<file path="src/shared/csdc_params.svh">
// constants for the clock source unit and the cross-domain channel
`ifndef CSDC_PARAMS_SVH
`define CSDC_PARAMS_SVH

// system clock rate, in hertz
`define CSDC_CLK_SYS_HZ 25000000

// nominal on-chip generator settings, in hertz
`define CSDC_GEN_8MHZ_HZ 8000000
`define CSDC_GEN_500KHZ_HZ 500000
`define CSDC_GEN_16KHZ_HZ 16000
`define CSDC_GEN_490HZ_HZ 490
`define CSDC_GEN_15HZ_HZ 15

// generator tolerance against nominal, in percent
`define CSDC_GEN_TOL_LOW_PCT 50
`define CSDC_GEN_TOL_HIGH_PCT 25

// channel word width and buffer depth
`define CSDC_WORD_W 8
`define CSDC_BUF_DEPTH 2

// default divide factor
`define CSDC_DIV_FACTOR_DEF 3

// width of cycle and divide counters
`define CSDC_CNT_W 32

`endif

</file>
<file path="src/shared/csdc_pkg.sv">
// types for the clock source unit and the cross-domain channel
package csdc_pkg;

  // where the unit clock comes from
  typedef enum logic [1:0] {
    CSDC_SRC_GEN,
    CSDC_SRC_EXPR,
    CSDC_SRC_PIN
  } csdc_src_t;

  // on-chip generator frequency selection
  typedef enum logic [2:0] {
    CSDC_GEN_15HZ,
    CSDC_GEN_490HZ,
    CSDC_GEN_16KHZ,
    CSDC_GEN_500KHZ,
    CSDC_GEN_8MHZ
  } csdc_gen_t;

  // sender buffer occupancy
  typedef enum logic [1:0] {
    CSDC_BUF_EMPTY,
    CSDC_BUF_ONE,
    CSDC_BUF_FULL
  } csdc_buf_t;

endpackage

</file>
<file path="src/shared/csdc_if.sv">
// one-way point-to-point channel between the sending and receiving ends
`timescale 1ns/100ps
`include "csdc_params.svh"

interface csdc_if;
  logic valid;
  logic ready;
  logic [`CSDC_WORD_W-1:0] data;

  // direction is fixed by the modports: sender drives valid and data only
  modport tx (
    output valid,
    output data,
    input ready
  );

  modport rx (
    input valid,
    input data,
    output ready
  );
endinterface

</file>
<file path="src/hw/csdc_clk_unit.sv">
// clock source selection, division, clock export and channel sending end
`timescale 1ns/100ps
`include "csdc_params.svh"

// Behaviour
// - all registers run on the one clock
// - cross-domain values pass only via channel
// - pin clock usable direct or divided
// - expression bit usable direct or divided
// - on-chip generator usable direct or divided
// - generator offers exactly five nominal settings
// - generator users tolerate minus half, plus quarter
// - current clock reference is post-division clock
// - post-division clock driven to external interface
// - undivided pin clock readable as input bit
// - channel has one fixed sender and receiver
// - transfer lossless, sender stalls only while both buffer entries are full
// - completion detected only through the handshake
module csdc_clk_unit #(
  parameter int DIV_FACTOR = `CSDC_DIV_FACTOR_DEF,
  parameter int GEN_490HZ_HALF = `CSDC_CLK_SYS_HZ / (2 * `CSDC_GEN_490HZ_HZ),
  parameter int GEN_15HZ_HALF = `CSDC_CLK_SYS_HZ / (2 * `CSDC_GEN_15HZ_HZ)
) (
  input wire logic clk_sys,
  input wire logic rst,
  input wire logic [1:0] src_sel,
  input wire logic [2:0] gen_sel,
  input wire logic div_en,
  input wire logic pin_clk,
  input wire logic expr_clk,
  output logic cur_clk,
  output logic ext_clk,
  output logic pin_clk_raw,
  output logic gen_clk,
  input wire logic tx_valid,
  input wire logic [`CSDC_WORD_W-1:0] tx_data,
  output logic tx_ready,
  csdc_if.tx ch
);

  localparam logic [`CSDC_CNT_W-1:0] DIV_N = DIV_FACTOR[`CSDC_CNT_W-1:0];
  localparam logic [`CSDC_CNT_W-1:0] DIV_HIGH = DIV_N >> 1;

  // half period of each generator setting in system cycles, rounded up for the three fastest (490 Hz and 15 Hz come from parameters), never below one
  function automatic logic [`CSDC_CNT_W-1:0] gen_half(input logic [2:0] sel);
    int h;
    case (sel)
      csdc_pkg::CSDC_GEN_8MHZ: h = (`CSDC_CLK_SYS_HZ + 2 * `CSDC_GEN_8MHZ_HZ - 1) / (2 * `CSDC_GEN_8MHZ_HZ);
      csdc_pkg::CSDC_GEN_500KHZ: h = (`CSDC_CLK_SYS_HZ + 2 * `CSDC_GEN_500KHZ_HZ - 1) / (2 * `CSDC_GEN_500KHZ_HZ);
      csdc_pkg::CSDC_GEN_16KHZ: h = (`CSDC_CLK_SYS_HZ + 2 * `CSDC_GEN_16KHZ_HZ - 1) / (2 * `CSDC_GEN_16KHZ_HZ);
      csdc_pkg::CSDC_GEN_490HZ: h = GEN_490HZ_HALF;
      csdc_pkg::CSDC_GEN_15HZ: h = GEN_15HZ_HALF;
      default: h = GEN_15HZ_HALF;
    endcase
    if (h < 1) begin
      h = 1;
    end
    return h[`CSDC_CNT_W-1:0];
  endfunction

  logic pin_s1_r;
  logic pin_s2_r;
  logic expr_s1_r;
  logic expr_s2_r;
  logic [`CSDC_CNT_W-1:0] gen_cnt_r;
  logic gen_clk_r;
  logic src_lvl;
  logic src_prev_r;
  logic src_rise;
  logic [`CSDC_CNT_W-1:0] div_cnt_r;
  logic [`CSDC_CNT_W-1:0] div_cnt_nxt;
  logic cur_clk_r;
  logic ext_clk_r;
  logic [2:0] gen_sel_r;

  // pin and expression clocks come from outside this domain: two flops each
  always_ff @(posedge clk_sys) begin
    if (rst) begin
      pin_s1_r <= 1'b0;
      pin_s2_r <= 1'b0;
      expr_s1_r <= 1'b0;
      expr_s2_r <= 1'b0;
    end else begin
      pin_s1_r <= pin_clk;
      pin_s2_r <= pin_s1_r;
      expr_s1_r <= expr_clk;
      expr_s2_r <= expr_s1_r;
    end
  end

  // an out-of-range setting falls back to the slowest one
  always_ff @(posedge clk_sys) begin
    if (rst) begin
      gen_sel_r <= csdc_pkg::CSDC_GEN_15HZ;
    end else if (gen_sel <= csdc_pkg::CSDC_GEN_8MHZ) begin
      gen_sel_r <= gen_sel;
    end else begin
      gen_sel_r <= csdc_pkg::CSDC_GEN_15HZ;
    end
  end

  // generator model; rounding the half period up keeps the three fastest rates at or below
  // nominal, inside the tolerance band, so its users must not count on the rate
  always_ff @(posedge clk_sys) begin
    if (rst) begin
      gen_cnt_r <= {`CSDC_CNT_W{1'b0}};
      gen_clk_r <= 1'b0;
    end else if (gen_cnt_r + 1'b1 >= gen_half(gen_sel_r)) begin
      gen_cnt_r <= {`CSDC_CNT_W{1'b0}};
      gen_clk_r <= !gen_clk_r;
    end else begin
      gen_cnt_r <= gen_cnt_r + 1'b1;
    end
  end

  always_comb begin
    case (src_sel)
      csdc_pkg::CSDC_SRC_PIN: src_lvl = pin_s2_r;
      csdc_pkg::CSDC_SRC_EXPR: src_lvl = expr_s2_r;
      csdc_pkg::CSDC_SRC_GEN: src_lvl = gen_clk_r;
      default: src_lvl = gen_clk_r;
    endcase
  end

  always_ff @(posedge clk_sys) begin
    if (rst) begin
      src_prev_r <= 1'b0;
    end else begin
      src_prev_r <= src_lvl;
    end
  end

  assign src_rise = src_lvl && !src_prev_r;

  // counts every source rising edge from reset and wraps at the factor
  always_comb begin
    div_cnt_nxt = div_cnt_r;
    if (src_rise) begin
      if (div_cnt_r + 1'b1 >= DIV_N) begin
        div_cnt_nxt = {`CSDC_CNT_W{1'b0}};
      end else begin
        div_cnt_nxt = div_cnt_r + 1'b1;
      end
    end
  end

  always_ff @(posedge clk_sys) begin
    if (rst) begin
      div_cnt_r <= {`CSDC_CNT_W{1'b0}};
    end else begin
      div_cnt_r <= div_cnt_nxt;
    end
  end

  // with division, high for the first N/2 (rounded down, at least one) of the N source periods
  always_ff @(posedge clk_sys) begin
    if (rst) begin
      cur_clk_r <= 1'b0;
    end else if (!div_en || DIV_N <= 1) begin
      cur_clk_r <= src_lvl;
    end else if (src_rise) begin
      cur_clk_r <= (div_cnt_nxt < ((DIV_HIGH == 0) ? 1 : DIV_HIGH));
    end else if (!src_lvl && DIV_N == 2) begin
      cur_clk_r <= cur_clk_r;
    end
  end

  // exported copy follows the post-division clock one cycle behind
  always_ff @(posedge clk_sys) begin
    if (rst) begin
      ext_clk_r <= 1'b0;
    end else begin
      ext_clk_r <= cur_clk_r;
    end
  end

  assign cur_clk = cur_clk_r;
  assign ext_clk = ext_clk_r;
  assign pin_clk_raw = pin_s2_r;
  assign gen_clk = gen_clk_r;

  // two-entry sending buffer
  logic [`CSDC_WORD_W-1:0] mem_r [`CSDC_BUF_DEPTH];
  logic wr_ptr_r;
  logic rd_ptr_r;
  logic [1:0] cnt_r;
  logic [1:0] cnt_nxt;
  logic valid_r;
  logic ready_r;
  logic push;
  logic pop;

  assign push = tx_valid && ready_r;
  assign pop = valid_r && ch.ready;

  always_comb begin
    cnt_nxt = cnt_r;
    if (push && !pop) begin
      cnt_nxt = cnt_r + 2'h1;
    end else if (pop && !push) begin
      cnt_nxt = cnt_r - 2'h1;
    end
  end

  always_ff @(posedge clk_sys) begin
    if (rst) begin
      cnt_r <= csdc_pkg::CSDC_BUF_EMPTY;
      valid_r <= 1'b0;
      ready_r <= 1'b0;
    end else begin
      cnt_r <= cnt_nxt;
      valid_r <= (cnt_nxt != csdc_pkg::CSDC_BUF_EMPTY);
      // sender stalls while both entries hold words not yet taken
      ready_r <= (cnt_nxt != csdc_pkg::CSDC_BUF_FULL);
    end
  end

  always_ff @(posedge clk_sys) begin
    if (rst) begin
      wr_ptr_r <= 1'b0;
      rd_ptr_r <= 1'b0;
    end else begin
      if (push) begin
        wr_ptr_r <= !wr_ptr_r;
      end
      if (pop) begin
        rd_ptr_r <= !rd_ptr_r;
      end
    end
  end

  always_ff @(posedge clk_sys) begin
    if (rst) begin
      mem_r[0] <= {`CSDC_WORD_W{1'b0}};
      mem_r[1] <= {`CSDC_WORD_W{1'b0}};
    end else if (push) begin
      mem_r[wr_ptr_r] <= tx_data;
    end
  end

  // only this end drives valid and data, so the direction cannot turn
  always_comb begin
    ch.valid = valid_r;
    ch.data = mem_r[rd_ptr_r];
  end

  assign tx_ready = ready_r;

endmodule

</file>
<file path="src/flat_wrapper.sv">
// flat-port wrapper written by rule: the top's interface ports become plain ports
module csdc_clk_unit_flat 
#(
  parameter int DIV_FACTOR = `CSDC_DIV_FACTOR_DEF,
  parameter int GEN_490HZ_HALF = `CSDC_CLK_SYS_HZ / (2 * `CSDC_GEN_490HZ_HZ),
  parameter int GEN_15HZ_HALF = `CSDC_CLK_SYS_HZ / (2 * `CSDC_GEN_15HZ_HZ)
)
  (clk_sys, rst, src_sel, gen_sel, div_en, pin_clk, expr_clk, cur_clk, ext_clk, pin_clk_raw, gen_clk, tx_valid, tx_data, tx_ready, ch_valid, ch_data, ch_ready);
  csdc_if ch_i ();
  input wire logic clk_sys;
  input wire logic rst;
  input wire logic [1:0] src_sel;
  input wire logic [2:0] gen_sel;
  input wire logic div_en;
  input wire logic pin_clk;
  input wire logic expr_clk;
  output logic cur_clk;
  output logic ext_clk;
  output logic pin_clk_raw;
  output logic gen_clk;
  input wire logic tx_valid;
  input wire logic [`CSDC_WORD_W-1:0] tx_data;
  output logic tx_ready;
  output wire logic [$bits(ch_i.valid)-1:0] ch_valid;
  output wire logic [$bits(ch_i.data)-1:0] ch_data;
  input wire logic [$bits(ch_i.ready)-1:0] ch_ready;
  assign ch_valid = ch_i.valid;
  assign ch_data = ch_i.data;
  assign ch_i.ready = ch_ready;
  csdc_clk_unit #(.DIV_FACTOR(DIV_FACTOR), .GEN_490HZ_HALF(GEN_490HZ_HALF), .GEN_15HZ_HALF(GEN_15HZ_HALF)) u_core (.clk_sys(clk_sys), .rst(rst), .src_sel(src_sel), .gen_sel(gen_sel), .div_en(div_en), .pin_clk(pin_clk), .expr_clk(expr_clk), .cur_clk(cur_clk), .ext_clk(ext_clk), .pin_clk_raw(pin_clk_raw), .gen_clk(gen_clk), .tx_valid(tx_valid), .tx_data(tx_data), .tx_ready(tx_ready), .ch(ch_i));
endmodule
</file>
<file path="config.mk">
export PLATFORM = sky130hd
export DESIGN_NAME = csdc_clk_unit_flat
export DESIGN_NICKNAME = d
export VERILOG_FILES = /design/src/shared/csdc_pkg.sv /design/src/shared/csdc_if.sv /design/src/hw/csdc_clk_unit.sv /design/src/flat_wrapper.sv
export VERILOG_INCLUDE_DIRS = /design/src /design/src/shared
export SDC_FILE = /design/constraint.sdc
export NUM_CORES = 1
export LEC_CHECK = 0
export BUFFER_PORTS_ARGS = -buffer_cell sky130_fd_sc_hd__buf_4
export CELL_PAD_IN_SITES_DETAIL_PLACEMENT = 1
export CELL_PAD_IN_SITES_GLOBAL_PLACEMENT = 2
export CORE_UTILIZATION = 41
export DETAILED_ROUTE_END_ITERATION = 8
export PLACE_DENSITY = 0.83
export SYNTH_ARGS = -nofsm -noshare
export SYNTH_HDL_FRONTEND = slang
export SYNTH_SLANG_ARGS = --single-unit
</file>
<file path="constraint.sdc">
create_clock -name clk_sys -period 10 [get_ports clk_sys]
set_input_delay 1.5 -clock clk_sys [delete_from_list [all_inputs] [get_ports clk_sys]]
set_output_delay 1.5 -clock clk_sys [all_outputs]
set_load 0.02 [all_outputs]
</file>
Yosys cells after proc, flatten, opt, wreduce, memory -nomap -nowiden

Memories as Yosys holds them, arrays and structs flattened. A register that Yosys moved wholly into a read port is not among the register bits.
Cells that the tools add are included.

Equal/unequal tests: 8
Add/sub/neg operators: 4
Divide/modulo/power cells: 0
Bitwise logic cells: 1
Mux-type cells: 21
Multiply operators: 0
Reduce and logical (&&, ||, !) cells: 15
Magnitude comparators: 5
Shifts and indexed selects: 0

Operators by type and width:

| cell                                                                          | number |
|---|---|
| 32-bit two-way mux                                                            | 5 |
| 20-bit one-hot mux with 4 select lines                                        | 1 |
| 32-bit by 1-bit adder with 32-bit output, second input constant               | 2 |
| 32-bit by 2-bit >= comparator with 1-bit output, second input constant        | 1 |
| 32-bit >= comparator                                                          | 1 |
| 32-bit by 1-bit less-than comparator with 1-bit output, second input constant | 1 |
| 32-bit by 2-bit less-than comparator with 1-bit output, second input constant | 1 |
| 1-bit two-way mux                                                             | 11 |
| 8-bit two-way mux                                                             | 1 |
| 8-bit OR reduction                                                            | 1 |
| 3-bit by 2-bit == test with 1-bit output, second input constant               | 2 |
| 1-bit logical NOT                                                             | 6 |
| 1-bit logical AND                                                             | 5 |
| 2-bit two-way mux                                                             | 2 |
| 2-bit OR reduction                                                            | 2 |
| 3-bit by 1-bit == test with 1-bit output, second input constant               | 1 |
| 3-bit == test, second input constant                                          | 1 |
| 3-bit less-or-equal comparator, second input constant                         | 1 |
| 2-bit by 1-bit adder with 2-bit output, second input constant                 | 1 |
| 2-bit by 1-bit == test with 1-bit output, second input constant               | 1 |
| 2-bit == test, second input constant                                          | 1 |
| 2-bit by 1-bit inequality test with 1-bit output, second input constant       | 1 |
| 2-bit inequality test, second input constant                                  | 1 |
| 1-bit one-hot mux with 2 select lines                                         | 1 |
| 3 further kinds                                                               | 3 |

Output and inout port bits: 14
Register bits: 81
Memory bits (writable): 16
Input port bits: 20
Logic and storage cells: 71
Memories kept: 1
ROM bits: 0
Bits in latches: 0

Memories:

| name         | depth | bits a word | read ports | clocked after Yosys merged registers in | write ports | RTL line             | RTL |
|---|---|---|---|---|---|---|---|
| u_core.mem_r | 2     | 8           | 1          | 1                                       | 2           | csdc_clk_unit.sv:183 | `` logic [`CSDC_WORD_W-1:0] mem_r [`CSDC_BUF_DEPTH]; `` |

Depth between registers and ports, before layout

Gate-level depths: netlist of the first run.

Depth after elaboration: 8
Mapped depth: 15
Depth with buffers taken out: 13

Worst setup path after synthesis of the first run

OpenSTA, ideal clock, no wires.

Path type: flip-flop to flip-flop
Start point: register u_core.gen_cnt_r[0]
End point: register u_core.gen_cnt_r[17]
Path slack: 6667 ps
Period minus slack after synthesis: 3333 ps
Arrival time: 3267 ps
Buffers on the path: 2
Setup time: 66 ps
Required time: 9934 ps
Cell stages (with the launch flop): 16
Cells stage by stage: dfxtp_1 > ha_1 > nand3_1 > nor3_1 > and3_1 > xor2_1 > ha_1 > a21o_1 > a21o_1 > a211oi_1 > a41oi_1 > nor2_1 > or4b_1 > buf_4 > buf_6 > a21oi_2

Cells in the longest elaborated chain, start to end: 3

Ends and longest elaborated chain:

| what                                         | RTL line                                   | RTL |
|---|---|---|
| start, declared                              | csdc_clk_unit.sv:65                        | `` logic [`CSDC_CNT_W-1:0] gen_cnt_r; `` |
| start signal, assigned                       | csdc_clk_unit.sv:106                       | `` gen_cnt_r <= {`CSDC_CNT_W{1'b0}}; `` |
| start signal, assigned                       | csdc_clk_unit.sv:109                       | `` gen_cnt_r <= {`CSDC_CNT_W{1'b0}}; `` |
| start signal, assigned                       | csdc_clk_unit.sv:112                       | `gen_cnt_r <= gen_cnt_r + 1'b1;` |
| 32-bit by 1-bit adder with 32-bit output (*) | csdc_clk_unit.sv:108, csdc_clk_unit.sv:112 |  |
| 32-bit >= comparator                         | csdc_clk_unit.sv:108                       | `end else if (gen_cnt_r + 1'b1 >= gen_half(gen_sel_r)) begin` |
| 2-bit OR reduction (no source line)          | n/a                                        |  |

Every way passes the cells marked *; elsewhere a longest branch is shown, timed or not.
A chain may end at the register's enable or synchronous reset.

Worst setup path after layout of the first run

Start point: register u_core.gen_cnt_r[4]
End point: register u_core.gen_cnt_r[9]

Same word-level chain as after synthesis.

==> results of run 1 <==
path summary, 6_finish.rpt:
kind | depth (start not counted) | slack, ps | end | startpoint
worst min register to register | 1 | 460 | u_core.pin_clk_raw | u_core.pin_s1_r
worst min-delay path | 1 | 460 | u_core.pin_clk_raw | u_core.pin_s1_r
worst max-delay path | 12 | 5830 | u_core.gen_cnt_r[9] | u_core.gen_cnt_r[4]
worst max register to register | 12 | 5830 | u_core.gen_cnt_r[9] | u_core.gen_cnt_r[4]
power by group:
group | switching [mW] | internal (mW) | total [mW] | leakage [nW]
Combinational | 0.0522 | 0.0471 | 0.0993 | 1.18
Sequential | 0.0163 | 0.420 | 0.437 | 0.836
Clock | 0.158 | 0.171 | 0.329 | 0.134
area by class of cell:
class	count	area share, %
flip-flops and latches	98	38.6
repair buffers	34	4.64
multi-input cells	385	47.4
inverters	16	1.09
clock buffers	9	4.10
well taps	143	3.25
clock inverters	7	0.956
flip-flops by register name, summed over array words and instances (netlist names), 2 cells and up, named ones only:
register / count
u_core.div_cnt_r: 32
u_core.cnt_r: 2
u_core.gen_cnt_r: 32
u_core.gen_sel_r: 3
u_core.mem_r: 16
cells by family after synthesis:
group / Yosys count
AND/OR/NAND/NOR: 239
flip-flops: 98
AO/OA/AOI/OAI: 69
XOR/XNOR: 33
buffers and inverters: 26
adder cells (fa/ha/maj): 21
multiplexers: 11
other: 1
placed cells by master, fill, tap and decap left out, drive strengths merged, types with 4 or more instances in the layout:
| cell | netlist | final |
|---|---|---|
| nor2b | 21 | 21 |
| and4 | 4 | 4 |
| buf | 3 | 34 |
| nor4 | 13 | 13 |
| nand4 | 20 | 20 |
| and3 | 7 | 7 |
| inv | 16 | 19 |
| xor2 | 15 | 15 |
| edfxtp | 16 | 16 |
| and2 | 48 | 48 |
| nor2 | 35 | 35 |
| a311o | 5 | 5 |
| a21oi | 12 | 12 |
| clkbuf | 7 | 9 |
| nand2 | 27 | 27 |
| ha | 21 | 21 |
| o31ai | 4 | 4 |
| dfxtp | 82 | 82 |
| xnor2 | 18 | 18 |
| mux2 | 9 | 9 |
| nor3 | 17 | 17 |
| conb | 1 | 12 |
| nor3b | 5 | 5 |
| o21ai | 10 | 10 |
| a211o | 5 | 5 |
| or3 | 7 | 7 |
| nand3 | 21 | 21 |
metal layers:
metal / global-route usage [%] / wire, µm
met5: 0 / 0
met4: 6.20 / 150
met3: 4.94 / 252
met2: 37.3 / 5860
met1: 23.1 / 4780
==> qor.yml, run 1 <==
status: "finished, final reports clean"
hold_viol: 0
worst-path-buf-inv: 0
fin_area_um2: 5500
place_area_um2: 5220
worst-path-max-fanout: 19
antenna_left: 0
die_h_um: 110
synthXorXnorAreaFrac_pct: 6.03
synthArstFlopShare_pct: 0
slew_violations: 0
cpLargestDelayFamily: "simple AND/OR/NAND/NOR gates"
dieArea_um2: 12100
setup_viol: 0
synth.yosys.seq_area_share_pct: 44.2
synth-compound-area-share_pct: 10.7
whs_ps: 456
drc_errors: 0
critPathMostFrequentCell: "a21o_1"
routed_wirelength_um: 11000
first_pass_iters: 4
postSynthCellCount: 498
synth_edf_count: 16
dp_cells: 676
cp.required_ps: 10280
power_density_nw_per_um2: 157
portBuffers: 33
cts_made_buffers: 9
max_freq_ghz: 0.240
antenna_found_initial: 0
power_uw: 864
synth_top_area_cell: "dfxtp_1"
dp_slack_ps: 5800
worst_slew_pin_slew_ps: 1280
wl_per_cell_um: 16.0
worst_ep_arrival_time_ps: 4450
p_leak_nw: 2.15
synthSimpleGateAreaFrac_pct: 28.6
grt.overflow.total: 0
fin_cells: 692
synthToLayoutAreaGrowth_pct: 14.7
clockBufferDepth: 2
slowest_delay_ps: 830
synth_top_family_by_area: "simple AND/OR/NAND/NOR gates"
hold_class: "flop to flop"
antenna_cells: 0
end_kind: "flop"
synth_ff_type: "dfxtp_1"
multi_input_area_um2: 2610
postCtsHoldBufs: 0
ir_drop_mv: 0.0767
avgSynthCellArea_um2: 9.63
cts_root_buf: "clkbuf_16"
io_pins: 34
grt_pass1_vias: 3919
drive_gt1_share_pct: 13.5
relSlewSlack_pct: 13.5
cp_cell_sequence: "nand4_1 > nor3_1 > and3_1 > xor2_1 > ha_1 > a21o_1 > a21o_1 > a211oi_1 > a41oi_1 > nor2_1 > or4b_1 > nor2b_1"
cts.repair.resized: 0
place_congestion: 0.827
register_area_um2: 2120
grt_start_max_net_pins: 29
synth.area.top_cells: "dfxtp_1 (34%), edfxtp_1 (10%), and2_1 (6.3%)"
drv_cap: 0
num_rows: 39
netlist.area_leader.share_pct: 34.2
yosysMostFrequentCell: "dfxtp_1"
grt_use_total_pct: 20.3
synthAdderAreaFrac_pct: 5.48
cts_max_level: 3
clock-skew-final_ps: 4.09
final_util_pct: 48.2
period_share_pct: 41.7
start_kind: "flop"
vias: 3786
grt_pass1_wl_um: 18600
final_nets: 585
post_cts_buffers: 0
fin_ws_ps: 5830
clkSinkCount: 98
critPathSlowestCell: "or4b_1"
die_w_um: 110
ys_types: 64
yosys_warnings: 0
synthMuxAreaShare_pct: 2.53
drt-initial-drc-count: 92
synth_seq_cells: 98
vias_per_cell: 5.47
initial_core_util_pct: 42.0
fin_setup_tns_ps: 0
cts.clk_slew.worst_paths_ps: 70
setup.worst_path.class: "flop to flop"
yosys-top-cells-count: "dfxtp_1 (82), and2_1 (48), nor2_1 (35)"
period_minus_slack_ps: 4170
fill_cells: 1328
clk_latency_ps: 360
hpwlAfterDp_um: 8370
syn-cell-area_um2: 4800
rsz0062_at_grt: "no"
cts_tree: "done"
core_area_um2: 11400
Note: power is estimated with default switching activity, not from simulation.
==> run 2: changes to the inputs <==
--- a/config.mk
+++ b/config.mk
@@ -6,12 +6,13 @@
 export SDC_FILE = /design/constraint.sdc
 export NUM_CORES = 1
 export LEC_CHECK = 0
+export ABC_AREA = 1
 export BUFFER_PORTS_ARGS = -buffer_cell sky130_fd_sc_hd__buf_4
 export CELL_PAD_IN_SITES_DETAIL_PLACEMENT = 1
 export CELL_PAD_IN_SITES_GLOBAL_PLACEMENT = 2
-export CORE_UTILIZATION = 41
+export CORE_UTILIZATION = 35
 export DETAILED_ROUTE_END_ITERATION = 8
-export PLACE_DENSITY = 0.83
+export PLACE_DENSITY = 0.79
 export SYNTH_ARGS = -nofsm -noshare
 export SYNTH_HDL_FRONTEND = slang
 export SYNTH_SLANG_ARGS = --single-unit
==> constraint.sdc (replaced) <==
create_clock -name clk_sys -period 4.05 [get_ports clk_sys]
set_input_delay 0.6075 -clock clk_sys [delete_from_list [all_inputs] [get_ports clk_sys]]
set_output_delay 0.6075 -clock clk_sys [all_outputs]
set_load 0.02 [all_outputs]
==> qor.yml, run 2 <==
io_pins: 34  # unchanged
reg2reg_to: "u_core.gen_cnt_r[14]"
netlist.area_leader.share_pct: 29.4  # -4.9 points
drc_errors: 0  # unchanged
syn-cell-area_um2: 5590  # +17%
cts_made_buffers: 9  # unchanged
synth_seq_cells: 98  # unchanged
grt_start_max_net_pins: 44  # +52%
vias_per_cell: 4.74  # -13%
setup.worst_path.class: "flop to flop"
die_w_um: 128  # +17%
clk_latency_ps: 350  # about the same
yosys-top-cells-count: "nand2_1 (222), nor2_1 (136), inv_1 (98)"
status: "finished, final reports clean"
dp_slack_ps: 891  # -4910 ps
critPathMostFrequentCell: "nand2_1"
antenna_left: 0  # unchanged
multi_input_area_um2: 3070  # +18%
cts_root_buf: "clkbuf_16"
synth_edf_count: 16  # unchanged
worst-path-max-fanout: 20  # +1
hold_depth: 2  # +1
start_kind: "flop"
initial_core_util_pct: 36.4  # -5.6 points
synth_top_area_cell: "dfxtp_1"
power_mw: 2.33  # +170%
synthArstFlopShare_pct: 0  # unchanged
cts_max_level: 3  # unchanged
wl_per_cell_um: 14.2  # -11%
portBuffers: 33  # unchanged
whs_ps: 407  # -49.0 ps
period_minus_slack_ps: 3140  # -1030 ps
relSlewSlack_pct: 58.3  # +45 points
final_cell_mix: "nand2_1 (222), nor2_1 (136), inv_1 (98), dfxtp_1 (82), buf_4 (35)"
cts.repair.resized: 0  # unchanged
cp_cell_sequence: "inv_1 > nor3_1 > inv_1 > o21ai_0 > nor2_1 > a21oi_1 > inv_1 > ha_1 > o21ai_0 > nand2_1 > nand3_1 > a21oi_1 > o21bai_1 > nand2_1 > nand2_1 > nand3b_1 > nand2_1 > nand2_1 > nand2_1 > nand3_2 > buf_4 > a21oi_2"
synth_ff_type: "dfxtp_1"
postCtsHoldBufs: 0  # unchanged
worstHoldStart: "u_core.pin_s1_r"
fill_cells: 1939  # +46%
place_area_um2: 6090  # +17%
reg2regPathDepth: 22  # +10
rsz0062_at_grt: "no"
fin_area_um2: 6410  # +17%
place_congestion: 0.845  # +2.1%
drt-initial-drc-count: 210  # +130%
max_freq_ghz: 0.318  # +33%
critPathSlowestCell: "dfxtp_1"
post_cts_buffers: 0  # unchanged
cts.clk_slew.worst_paths_ps: 70  # about the same
yosysMostFrequentCell: "nand2_1"
clockBufferDepth: 2  # unchanged
synthToLayoutAreaGrowth_pct: 14.7  # about the same
hold_class: "flop to flop"
antenna_cells: 0  # unchanged
final_nets: 875  # +50%
clkSinkCount: 98  # unchanged
postSynthCellCount: 789  # +58%
routed_wirelength_um: 14900  # +35%
period_share_pct: 77.6  # +36 points
avgSynthCellArea_um2: 7.09  # -26%
drive_gt1_share_pct: 12.6  # -0.84 points
antenna_found_initial: 0  # unchanged
drv_cap: 0  # unchanged
top_regs: "u_core.div_cnt_r (32), u_core.gen_cnt_r (32), u_core.mem_r (16)"
die_h_um: 128  # +17%
grt_use_total_pct: 19.8  # -0.52 points
worst_slew_pin_slew_ps: 620  # -664 ps
grt_pass1_vias: 4977  # +27%
end_kind: "flop"
power_density_nw_per_um2: 364  # +130%
fin_ws_ps: 908  # -4920 ps
holdPathEnd: "u_core.pin_clk_raw"
hpwlAfterDp_um: 12100  # +44%
reg2reg_from: "u_core.gen_sel_r[0]"
slowest_delay_ps: 380  # -450 ps
first_pass_iters: 6  # +2
p_leak_nw: 2.81  # +31%
fin_setup_tns_ps: 0  # unchanged
final_common_cell: "nand2_1"
register_area_um2: 2120  # unchanged
yosys_warnings: 0  # unchanged
rrSetupSlack_ps: 910  # -4920 ps
dp_cells: 1034  # +53%
synth.area.top_cells: "dfxtp_1 (29%), nand2_1 (15%), nor2_1 (9.1%)"
setup_viol: 0  # unchanged
cts_tree: "done"
num_rows: 45  # +15%
ir_drop_mv: 0.239  # +210%
fin_cells: 1050  # +52%
ys_types: 39  # -39%
grt_pass1_wl_um: 25100  # +35%
vias: 4977  # +31%
hold_viol: 0  # unchanged
synth.yosys.seq_area_share_pct: 38.0  # -6.3 points
cp.required_ps: 4340  # -5940 ps
core_area_um2: 15400  # +35%
clock-skew-final_ps: 8.18  # +4.09 ps
slew_violations: 0  # unchanged
final_util_pct: 41.7  # -6.4 points
grt.overflow.total: 0  # unchanged
dieArea_um2: 16500  # +36%
worst_ep_arrival_time_ps: 3430  # -1020 ps
run 2: worst max-delay path, delay by kind of cell, from the launching register on:
kind                       cells  cell delay, ps
and+or+nand+nor               11            1030
buffers and inverters          4             540
adders and majority gates      1             270
DFF                            1             380
AOI/OAI and AO/OA              6             870
run 2: cell families (layout without fill, tap and decap cells):
| family | after synthesis | count (layout) | share of synthesized area, % |
|---|---|---|---|
| other cells | 1 | 12 | 0.0671 |
| compound gates | 29 | 29 | 3.02 |
| mux | 8 | 8 | 1.61 |
| buf+inv | 112 | 151 | 7.92 |
| fa+ha+maj | 21 | 21 | 4.70 |
| flops | 98 | 98 | 38.0 |
| xor+xnor | 34 | 34 | 5.46 |
| simple gates | 486 | 486 | 39.3 |
run 2: power breakdown:
group | switching [mW] | internal, mW | leakage [nW]
Clock | 0.396 | 0.547 | 0.157
Sequential | 0.0410 | 1.05 | 0.835
Combinational | 0.178 | 0.123 | 1.82
Total | 0.615 | 1.72 | 2.81
run 2: layer usage:
| layer | global-route usage (%) | share of wire, % | vias to the layer above |
|---|---|---|---|
| li1 | - | - | 2562 |
| met1 | 27.8 | 51 | 2349 |
| met2 | 31.1 | 44 | 56 |
| met3 | 3.24 | 2.9 | 10 |
| met4 | 6.02 | 1.1 | 0 |
| met5 | 0 | 0 | - |
run 2: how the worst max path moves through the flow:
| stage | startpoint | endpoint | slack, ps | cells past startpoint |
|---|---|---|---|---|
| after floorplan | u_core.gen_sel_r[0] | u_core.gen_cnt_r[14] | 1520 | 22 |
| after global placement | u_core.gen_sel_r[0] | u_core.gen_cnt_r[14] | 1130 | 22 |
| after detailed placement | u_core.gen_sel_r[0] | u_core.gen_cnt_r[14] | 890 | 22 |
| after CTS | u_core.gen_sel_r[0] | u_core.gen_cnt_r[14] | 870 | 22 |
| after global routing | u_core.gen_sel_r[0] | u_core.gen_cnt_r[14] | 540 | 22 |
| final | u_core.gen_sel_r[0] | u_core.gen_cnt_r[14] | 910 | 22 |
run 2: area by class of cell:
class	instances	area share, %
repair buffers	35	4.10
flip-flops and latches	98	33.1
clock buffers	9	3.51
inverters	100	5.85
multi-input cells	590	47.8
clock inverters	7	1.54
well taps	211	4.12
